===== src/rtl/tsr_defines.svh =====
// register offsets, field positions, reset values and status codes of the
// two-wire slave receiver; assumes byte addresses on a 32-bit avalon-mm bus
`ifndef TSR_DEFINES_SVH
`define TSR_DEFINES_SVH

// register byte offsets
`define TSR_REG_CTRL 5'h00
`define TSR_REG_STATUS 5'h04
`define TSR_REG_DATA 5'h08
`define TSR_REG_OWN 5'h0c
`define TSR_REG_RATE 5'h10
`define TSR_REG_IRQ_STAT 5'h14
`define TSR_REG_IRQ_MASK 5'h18

// bus_control_reg fields
`define TSR_CTRL_FLAG 7
`define TSR_CTRL_ACK 6
`define TSR_CTRL_START 5
`define TSR_CTRL_STOP 4
`define TSR_CTRL_EN 2

// own_address_reg fields
`define TSR_OWN_GCE 0

// interrupt status and mask fields
`define TSR_IRQ_DONE 0
`define TSR_IRQ_START 1

// reset values
`define TSR_RST_BYTE 8'h00
`define TSR_RST_IRQ 2'h0

// status codes
`define TSR_ST_IDLE 8'hf8
`define TSR_ST_SLA_ACK 8'h60
`define TSR_ST_GCA_ACK 8'h70
`define TSR_ST_DATA_ACK 8'h80
`define TSR_ST_DATA_NACK 8'h88
`define TSR_ST_GC_ACK 8'h90
`define TSR_ST_GC_NACK 8'h98
`define TSR_ST_STOP 8'ha0

// the general call address byte
`define TSR_GCA 8'h00

`endif


===== src/rtl/tsr_slave_rx_fix.sv =====
// spare source slot of the two-wire slave receiver; holds no logic
// assumes the receiver and its synchroniser come from their own files


===== src/rtl/tsr_pkg.sv =====
// types shared by the two-wire slave receiver
// assumes nothing of its surroundings
`default_nettype none
package tsr_pkg;
  // receiver states
  typedef enum logic [2:0] {
    tsr_idle,
    tsr_addr,
    tsr_addr_ack,
    tsr_hold,
    tsr_data,
    tsr_data_ack
  } tsr_state_t;
endpackage : tsr_pkg
`default_nettype wire


===== src/rtl/tsr_slave_rx.sv =====
// two-wire slave receiver with avalon-mm register access and interrupt
// assumes open-drain pins resolved outside; bus master follows avalon-mm
//
// Added by the designer: the Avalon-MM slave port and the register offsets.
`timescale 1ns/100ps
`default_nettype none
`include "tsr_defines.svh"
module tsr_slave_rx (
  // clock and reset
  input wire logic core_clk,
  input wire logic nrst,
  // avalon-mm slave
  input wire logic [4:0] address,
  input wire logic read,
  input wire logic write,
  input wire logic [3:0] byteenable,
  input wire logic [31:0] writedata,
  output logic [31:0] readdata,
  output logic waitrequest,
  // interrupt
  output logic irq,
  // clock line
  input wire logic scl_in,
  output logic scl_out,
  output logic scl_oe_n,
  // data line
  input wire logic sda_in,
  output logic sda_out,
  output logic sda_oe_n,
  // queued start handed to the master side
  output logic start_launch
);
  import tsr_pkg::*;

  ////////////////////////////////////////////////////////////////////////////
  // declarations

  logic scl_f;
  logic sda_f;
  logic scl_q;
  logic sda_q;
  logic ack_q;
  logic next_ack_q;
  logic [31:0] next_readdata;
  tsr_pkg::tsr_state_t state;
  tsr_pkg::tsr_state_t next_state;
  logic [3:0] cnt;
  logic [3:0] next_cnt;
  logic [7:0] shift;
  logic [7:0] next_shift;
  logic [7:0] data_reg;
  logic [7:0] next_data_reg;
  logic [7:0] status;
  logic [7:0] next_status;
  logic [7:0] own_reg;
  logic [7:0] next_own_reg;
  logic [7:0] rate_reg;
  logic [7:0] next_rate_reg;
  logic flag;
  logic next_flag;
  logic ack_en;
  logic next_ack_en;
  logic start_req;
  logic next_start_req;
  logic stop_req;
  logic next_stop_req;
  logic if_en;
  logic next_if_en;
  logic ack_dec;
  logic next_ack_dec;
  logic gc;
  logic next_gc;
  logic restart;
  logic next_restart;
  logic pend;
  logic next_pend;
  logic busy;
  logic next_busy;
  logic sda_low;
  logic next_sda_low;
  logic scl_hold;
  logic next_scl_hold;
  logic next_launch;
  logic pend_launch_q;
  logic [1:0] irq_stat;
  logic [1:0] next_irq_stat;
  logic [1:0] irq_mask;
  logic [1:0] next_irq_mask;
  logic set_flag;
  logic clr_flag;
  logic wr_go;
  logic scl_rise;
  logic scl_fall;
  logic start_ev;
  logic stop_ev;
  logic [1:0] hit;

  // address recognition: bit 1 own address with write, bit 0 general call
  function automatic logic [1:0] addr_hit(input logic [7:0] rx, input logic [7:0] own,
                                          input logic ack);
    logic own_hit;
    logic gc_hit;
    own_hit = ack && (rx[7:1] == own[7:1]) && !rx[0];
    gc_hit = ack && own[`TSR_OWN_GCE] && (rx == `TSR_GCA);
    return {own_hit, gc_hit};
  endfunction : addr_hit

  // terminal codes lead back to the not addressed state
  function automatic logic is_terminal(input logic [7:0] code);
    return (code == `TSR_ST_DATA_NACK) || (code == `TSR_ST_GC_NACK) ||
           (code == `TSR_ST_STOP);
  endfunction : is_terminal

  ////////////////////////////////////////////////////////////////////////////
  // pin synchroniser

  tsr_sync #(
    .WIDTH(2),
    .RESET_VAL(2'h3)
  ) u_sync (
    .core_clk(core_clk),
    .nrst(nrst),
    .async_in({scl_in, sda_in}),
    .filt_out({scl_f, sda_f})
  );

  // line events from filtered levels
  assign scl_rise = scl_f && !scl_q;
  assign scl_fall = !scl_f && scl_q;
  assign start_ev = scl_f && scl_q && sda_q && !sda_f;
  assign stop_ev = scl_f && scl_q && !sda_q && sda_f;

  // open-drain drives, low level only
  assign scl_out = 1'b0;
  assign sda_out = 1'b0;
  assign scl_oe_n = !scl_hold;
  assign sda_oe_n = !sda_low;
  assign start_launch = pend_launch_q;
  assign irq = |(irq_stat & irq_mask);

  ////////////////////////////////////////////////////////////////////////////
  // avalon-mm slave: one wait cycle, answer in the second

  assign waitrequest = (read || write) && !ack_q;
  assign wr_go = write && ack_q && byteenable[0];

  // read data latched in the wait cycle, unmapped reads give zero
  always_comb begin
    next_ack_q = (read || write) && !ack_q;
    next_readdata = readdata;
    if (read && !ack_q) begin
      next_readdata = 32'h0000_0000;
      if (address == `TSR_REG_CTRL) begin
        next_readdata[7:0] = {flag, ack_en, start_req, stop_req, 1'b0, if_en, 2'b00};
      end else if (address == `TSR_REG_STATUS) begin
        next_readdata[7:0] = status;
      end else if (address == `TSR_REG_DATA) begin
        next_readdata[7:0] = data_reg;
      end else if (address == `TSR_REG_OWN) begin
        next_readdata[7:0] = own_reg;
      end else if (address == `TSR_REG_RATE) begin
        next_readdata[7:0] = rate_reg;
      end else if (address == `TSR_REG_IRQ_STAT) begin
        next_readdata[1:0] = irq_stat;
      end else if (address == `TSR_REG_IRQ_MASK) begin
        next_readdata[1:0] = irq_mask;
      end
    end
  end

  always_ff @(posedge core_clk or negedge nrst) begin
    if (!nrst) begin
      ack_q <= 1'b0;
      readdata <= 32'h0000_0000;
    end else begin
      ack_q <= next_ack_q;
      readdata <= next_readdata;
    end
  end

  ////////////////////////////////////////////////////////////////////////////
  // receiver, control registers and interrupt status

  always_comb begin
    next_state = state;
    next_cnt = cnt;
    next_shift = shift;
    next_data_reg = data_reg;
    next_status = status;
    next_own_reg = own_reg;
    next_rate_reg = rate_reg;
    next_ack_en = ack_en;
    next_start_req = start_req;
    next_stop_req = stop_req;
    next_if_en = if_en;
    next_ack_dec = ack_dec;
    next_gc = gc;
    next_restart = restart;
    next_pend = pend;
    next_busy = busy;
    next_sda_low = sda_low;
    next_launch = 1'b0;
    next_irq_mask = irq_mask;
    set_flag = 1'b0;
    clr_flag = 1'b0;
    hit = addr_hit(shift, own_reg, ack_en);
    // register writes; software enables with flag, ack and enable set
    next_irq_stat = irq_stat;
    if (wr_go) begin
      if (address == `TSR_REG_CTRL) begin
        next_ack_en = writedata[`TSR_CTRL_ACK];
        next_start_req = writedata[`TSR_CTRL_START];
        next_stop_req = writedata[`TSR_CTRL_STOP];
        next_if_en = writedata[`TSR_CTRL_EN];
        clr_flag = writedata[`TSR_CTRL_FLAG];
      end else if (address == `TSR_REG_OWN) begin
        next_own_reg = writedata[7:0];
      end else if (address == `TSR_REG_RATE) begin
        next_rate_reg = writedata[7:0];
      end else if (address == `TSR_REG_IRQ_STAT) begin
        next_irq_stat = irq_stat & ~writedata[1:0];
      end else if (address == `TSR_REG_IRQ_MASK) begin
        next_irq_mask = writedata[1:0];
      end
    end
    // bus free tracking and queued start
    if (start_ev) begin
      next_busy = 1'b1;
    end else if (stop_ev) begin
      next_busy = 1'b0;
    end
    if (pend && !busy && !start_ev) begin
      next_launch = 1'b1;
      next_pend = 1'b0;
    end
    // receiver state machine
    case (state)
      tsr_idle: begin
        next_sda_low = 1'b0;
        if (start_ev && if_en) begin
          next_state = tsr_addr;
          next_cnt = 4'h0;
        end
      end
      tsr_addr: begin
        if (stop_ev) begin
          next_state = tsr_idle;
        end else if (start_ev) begin
          next_cnt = 4'h0;
        end else if (scl_rise) begin
          next_shift = {shift[6:0], sda_f};
          next_cnt = cnt + 4'h1;
        end else if (scl_fall && cnt == 4'h8) begin
          if (hit != 2'b00) begin
            next_gc = !hit[1];
            next_sda_low = 1'b1;
            next_state = tsr_addr_ack;
          end else begin
            next_state = tsr_idle;
          end
        end
      end
      tsr_addr_ack: begin
        if (scl_fall) begin
          next_sda_low = 1'b0;
          set_flag = 1'b1;
          next_status = gc ? `TSR_ST_GCA_ACK : `TSR_ST_SLA_ACK;
          next_restart = 1'b0;
          next_state = tsr_hold;
        end
      end
      tsr_hold: begin
        if (start_ev && status == `TSR_ST_STOP) begin
          next_restart = 1'b1;
        end
        if (!flag) begin
          next_cnt = 4'h0;
          if (is_terminal(status)) begin
            next_pend = start_req;
            next_state = (status == `TSR_ST_STOP && restart) ? tsr_addr : tsr_idle;
          end else begin
            next_ack_dec = ack_en;
            next_state = tsr_data;
          end
        end
      end
      tsr_data: begin
        if (stop_ev || start_ev) begin
          set_flag = 1'b1;
          next_status = `TSR_ST_STOP;
          next_restart = start_ev;
          next_state = tsr_hold;
        end else if (scl_rise) begin
          next_shift = {shift[6:0], sda_f};
          next_cnt = cnt + 4'h1;
        end else if (scl_fall && cnt == 4'h8) begin
          next_sda_low = ack_dec;
          next_state = tsr_data_ack;
        end
      end
      tsr_data_ack: begin
        if (stop_ev || start_ev) begin
          next_sda_low = 1'b0;
          set_flag = 1'b1;
          next_status = `TSR_ST_STOP;
          next_restart = start_ev;
          next_state = tsr_hold;
        end else if (scl_fall) begin
          next_sda_low = 1'b0;
          next_data_reg = shift;
          set_flag = 1'b1;
          if (gc) begin
            next_status = ack_dec ? `TSR_ST_GC_ACK : `TSR_ST_GC_NACK;
          end else begin
            next_status = ack_dec ? `TSR_ST_DATA_ACK : `TSR_ST_DATA_NACK;
          end
          next_state = tsr_hold;
        end
      end
      default: begin
        next_state = tsr_idle;
      end
    endcase
    // disabled interface releases the lines
    if (!if_en) begin
      next_state = tsr_idle;
      next_sda_low = 1'b0;
    end
    // hardware set wins over a software clear
    next_flag = set_flag ? 1'b1 : (clr_flag ? 1'b0 : flag);
    if (set_flag) begin
      next_irq_stat[`TSR_IRQ_DONE] = 1'b1;
    end
    if (next_launch) begin
      next_irq_stat[`TSR_IRQ_START] = 1'b1;
    end
    // stretch a low clock while waiting for software, except after a stop;
    // after a start the pull waits for the master's own clock fall
    next_scl_hold = (next_state == tsr_hold) && next_flag && !scl_f &&
                    !(next_status == `TSR_ST_STOP && !next_restart);
  end

  always_ff @(posedge core_clk or negedge nrst) begin
    if (!nrst) begin
      scl_q <= 1'b1;
      sda_q <= 1'b1;
      state <= tsr_idle;
      cnt <= 4'h0;
      shift <= `TSR_RST_BYTE;
      data_reg <= `TSR_RST_BYTE;
      status <= `TSR_ST_IDLE;
      own_reg <= `TSR_RST_BYTE;
      rate_reg <= `TSR_RST_BYTE;
      flag <= 1'b0;
      ack_en <= 1'b0;
      start_req <= 1'b0;
      stop_req <= 1'b0;
      if_en <= 1'b0;
      ack_dec <= 1'b0;
      gc <= 1'b0;
      restart <= 1'b0;
      pend <= 1'b0;
      busy <= 1'b0;
      sda_low <= 1'b0;
      scl_hold <= 1'b0;
      pend_launch_q <= 1'b0;
      irq_stat <= `TSR_RST_IRQ;
      irq_mask <= `TSR_RST_IRQ;
    end else begin
      scl_q <= scl_f;
      sda_q <= sda_f;
      state <= next_state;
      cnt <= next_cnt;
      shift <= next_shift;
      data_reg <= next_data_reg;
      status <= next_status;
      own_reg <= next_own_reg;
      rate_reg <= next_rate_reg;
      flag <= next_flag;
      ack_en <= next_ack_en;
      start_req <= next_start_req;
      stop_req <= next_stop_req;
      if_en <= next_if_en;
      ack_dec <= next_ack_dec;
      gc <= next_gc;
      restart <= next_restart;
      pend <= next_pend;
      busy <= next_busy;
      sda_low <= next_sda_low;
      scl_hold <= next_scl_hold;
      pend_launch_q <= next_launch;
      irq_stat <= next_irq_stat;
      irq_mask <= next_irq_mask;
    end
  end

endmodule : tsr_slave_rx
`default_nettype wire


===== src/rtl/tsr_sync.sv =====
// pin input synchroniser with agreement filter
// assumes inputs asynchronous to core_clk
`timescale 1ns/100ps
`default_nettype none
module tsr_sync #(
  parameter int WIDTH = 2,
  parameter logic [WIDTH-1:0] RESET_VAL = '1
) (
  // clock and reset
  input wire logic core_clk,
  input wire logic nrst,
  // raw and filtered levels
  input wire logic [WIDTH-1:0] async_in,
  output logic [WIDTH-1:0] filt_out
);

  logic [WIDTH-1:0] s1;
  logic [WIDTH-1:0] s2;
  logic [WIDTH-1:0] s3;
  logic [WIDTH-1:0] next_filt;

  // filtered level moves only when stages two and three agree
  genvar i;
  generate
    for (i = 0; i < WIDTH; i++) begin : g_bit
      assign next_filt[i] = (s2[i] == s3[i]) ? s3[i] : filt_out[i];
    end
  endgenerate

  // three stage chain, first stage read only by the second
  always_ff @(posedge core_clk or negedge nrst) begin
    if (!nrst) begin
      s1 <= RESET_VAL;
      s2 <= RESET_VAL;
      s3 <= RESET_VAL;
      filt_out <= RESET_VAL;
    end else begin
      s1 <= async_in;
      s2 <= s1;
      s3 <= s2;
      filt_out <= next_filt;
    end
  end

endmodule : tsr_sync
`default_nettype wire


===== config.mk =====
export PLATFORM = sky130hd
export DESIGN_NAME = tsr_slave_rx
export DESIGN_NICKNAME = d
export VERILOG_FILES = /design/src/rtl/tsr_slave_rx_fix.sv /design/src/rtl/tsr_pkg.sv /design/src/rtl/tsr_slave_rx.sv /design/src/rtl/tsr_sync.sv
export VERILOG_INCLUDE_DIRS = /design/src /design/src/rtl
export SDC_FILE = /design/constraint.sdc
export NUM_CORES = 1
export LEC_CHECK = 0
export BUFFER_PORTS_ARGS = -buffer_cell sky130_fd_sc_hd__buf_2
export CAP_MARGIN = 20
export CORE_MARGIN = 5
export CORE_UTILIZATION = 50
export CTS_CLUSTER_DIAMETER = 40
export DETAILED_ROUTE_END_ITERATION = 10
export MAX_ROUTING_LAYER = met4
export PLACE_DENSITY = 0.75
export REMOVE_ABC_BUFFERS = 1
export SYNTH_ARGS = -nofsm -noshare
export SYNTH_HDL_FRONTEND = slang
export SYNTH_HIERARCHICAL = 1
export SYNTH_SLANG_ARGS = --single-unit

===== constraint.sdc =====
create_clock -name core_clk -period 1.95 [get_ports core_clk]
set_input_delay 0.195 -clock core_clk [delete_from_list [all_inputs] [get_ports core_clk]]
set_output_delay 0.195 -clock core_clk [all_outputs]
set_load 0.05 [all_outputs]

==> run_results.csv <==
group,metric,value,unit
logic_synthesis,ys.flop_type,"dfrtp_1",
logic_synthesis,synth_top_family_by_area,"simple AND/OR/NAND/NOR gates",
clock_network,cts_made_buffers,9,
routing,highest_layer,"met4",
logic_synthesis,synthAdderAreaFrac,0.0113,
outcome,violations,"negative setup slack",
timing,worst_hold_slack,0.0719,ns
logic_synthesis,synth_common_cells,"68 x dfrtp_1, 43 x nand2_1, 35 x mux2_2",
placement,dpl_cell_area,4720,um^2
worst_setup_path,cp.required,2.19,ns
global_route,antenna_found_initial,0,
die,start_util,0.514,
worst_setup_path,critPathCaptureType,"flop",
routing,wl,10200,um
logic_synthesis,synth_area_per_cell,10.7,um^2
clock_network,clockBufferDepth,2,
logic_synthesis,synth_xor_area_frac,0.0166,
timing,rsz0062_at_grt,"true",
global_route,track_usage,0.212,
power_and_ir_drop,powerDensity,726,nW/um^2
routing,ant_nets,0,
timing,period_share,1.05,
logic_synthesis,synth_cells,396,
logic_synthesis,yosysTopAreaCell,"dfrtp_1",
power_and_ir_drop,p_leak,0.00239,uW
layout,area_growth,19.6,%
timing,setup_viol,1,
global_route,grt_pass1_vias,3273,
die,fp.dieH,102,um
routing,dr.pass1.iters,4,
placement,portBuffers,32,
logic_synthesis,ys_seq_elements,83,
logic_synthesis,synth_compound_area_frac,0.127,
worst_hold_path,hp-class,"primary input to flop",
logic_synthesis,ys_top_cells_by_area,"dfrtp_1 40%, dfstp_2 9.3%, mux2_2 9.3%, buf_4 4.8%, nand2_1 3.8%",
placement,place_hpwl,7660,um
logic_synthesis,yosys_warnings,6,
layout,multi_input_area,1980,um^2
routing,dr_wl_met3,577,um
clock_network,clock_latency,0.36,ns
logic_synthesis,synth-edff-count,0,
outcome,status,"finished, violations left",
routing,wl_per_cell,17.4,um
routing,wl_met2,5180,um
logic_synthesis,syn_area,4220,um^2
worst_setup_path,crit_fanout,4,
placement,gp_congestion,0.957,
global_route,grt-ovfl-total,0,
logic_synthesis,ys_seq_area_frac,0.496,
die,coreArea,8220,um^2
timing,fmax,0.489,GHz
power_and_ir_drop,peakVddDrop,0.000512,V
logic_synthesis,synth_top_area_share,0.403,
timing,tightest_slew,0.631,ns
timing,hold_violations,0,
clock_network,cts.sinks,83,
placement,post-place-ws,-0.184,ns
logic_synthesis,yosysMostFrequentCell,"dfrtp_1",
worst_setup_path,crit_path_start_kind,"flop",
worst_setup_path,critPathArrivalTime,2.28,ns
routing,via_count,3269,
logic_synthesis,synth-async-reset-ratio,1.00,
worst_setup_path,critical_path_class,"flop to flop",
timing,final-max-slew-violation-count,0,
routing,drc,0,
clock_network,clockRootBuffer,"clkbuf_8",
timing,finalWorstSetupSlack,-0.0931,ns
routing,drt-met1-wl,4370,um
global_route,grt_pass1_wl,16600,um
die,io_pins,86,
layout,utilization,0.615,
die,die_area,10400,um^2
layout,fin_area,5050,um^2
flow_run,drv_cap,0,
timing,period_needed,2.04,ns
logic_synthesis,synth-simple-area-share,0.157,
layout,layout.nets,526,
clock_network,path_clk_slew,0.10,ns
logic_synthesis,synth_cell_type_count,65,
die,fp.dieW,102,um
routing,vias_per_cell,5.57,
layout,fill_cells,691,
clock_network,cts_tree,"done",
routing,drtIter0Drc,140,
timing,clock_skew,0.0153,ns
layout,seqCellArea,2100,um^2
layout,layout-drive-gt1-share,0.361,
die,std_cell_rows,33,
global_route,grt_max_degree,52,
layout,antenna_cells,0,
clock_network,htreeDepth,3,
logic_synthesis,muxShareOfSynthArea,0.120,
timing,max_slew_margin,0.576,
-- per-layer routing --
| layer | track usage | vias up |
|---|---|---|
| li1 | - | 1518 |
| met1 | 0.281 | 1641 |
| met2 | 0.338 | 101 |
| met3 | 0.0355 | 9 |
| met4 | 0.0595 | 0 |
| met5 | - | - |
-- cell families (layout without fill, tap and decap cells) --
family                     after synthesis  count (layout)
muxes                                   41              41
buffers and inverters                   53             114
DFF                                     83              83
other                                    1              26
xor gates and xnor gates                 8               8
and+or+nand+nor                        125             125
AOI/OAI and AO/OA                       81              81
adders and majority gates                4               4
-- report_power, final --
part | total (uW) | switching (uW) | internal [uW] | leakage [uW]
Combinational | 530 | 361 | 169 | 0.00122
Sequential | 1860 | 55.6 | 1800 | 0.00107
Clock | 1280 | 668 | 609 | 0.0000944
-- through the flow --
stage / setup TNS [ns] / total power, uW / cells
5_1_grt: -0.411 / 3820 / 587
4_1_cts: -0.0820 / 3680 / 584
6_report: -0.0931 / 3670 / 587
3_5_place_dp: -0.218 / 2400 / 565
2_1_floorplan: -0.136 / 2200 / 381
3_3_place_gp: -0.275 / 2380 / 565
-- critical path: stages (launching register included) --
cell	delay, ns
dfrtp_1	0.42
or3b_4	0.43
a21oi_4	0.24
o21ai_2	0.10
or4b_1	0.52
o211a_1	0.23
-- final cells by class --
| class | instances | area share |
|---|---|---|
| Clock buffer | 9 | 0.0245 |
| Clock inverter | 7 | 0.0161 |
| Inverter | 13 | 0.00966 |
| Multi-Input combinational cell | 285 | 0.391 |
| Sequential cell | 83 | 0.415 |
| Tap cell | 105 | 0.0260 |
| Timing Repair Buffer | 85 | 0.117 |
-- placed cells by master, fill, tap and decap left out, drive strengths merged, types with 4 or more instances in the layout --
cell type	count
nor2b	13
nand2	43
nand2b	7
nand3	7
inv	16
a22oi	4
nor4	6
nor3	9
mux4	4
dfstp	15
o21ai	32
clkbuf	9
xnor2	7
a21oi	15
mux2	36
nor2	19
conb	26
and2	4
dfrtp	68
buf	82
o31ai	5
-- path summary, 6_finish.rpt --
check / start / end / slack, ns / cells after the start
max: state[2] / scl_hold / -0.09 / 5
max in group asynchronous: nrst / status[7] / 0.98 / 3
min: writedata[3] / own_reg[3] / 0.07 / 2
min in group asynchronous: nrst / readdata[0] / 0.32 / 2
min reg2reg: u_sync/s1[1] / u_sync/s2[1] / 0.36 / 0
max reg2reg: state[2] / scl_hold / -0.09 / 5
-- what timing repair did --
action,CTS,global route
setup buffers,0,3
hold buffers,3,0
setup endpoints to repair,2,7
endpoints found under the hold margin,26,0
gates resized for setup,6,13
pin swaps,5,8
Note: power is estimated with default switching activity, not from simulation.
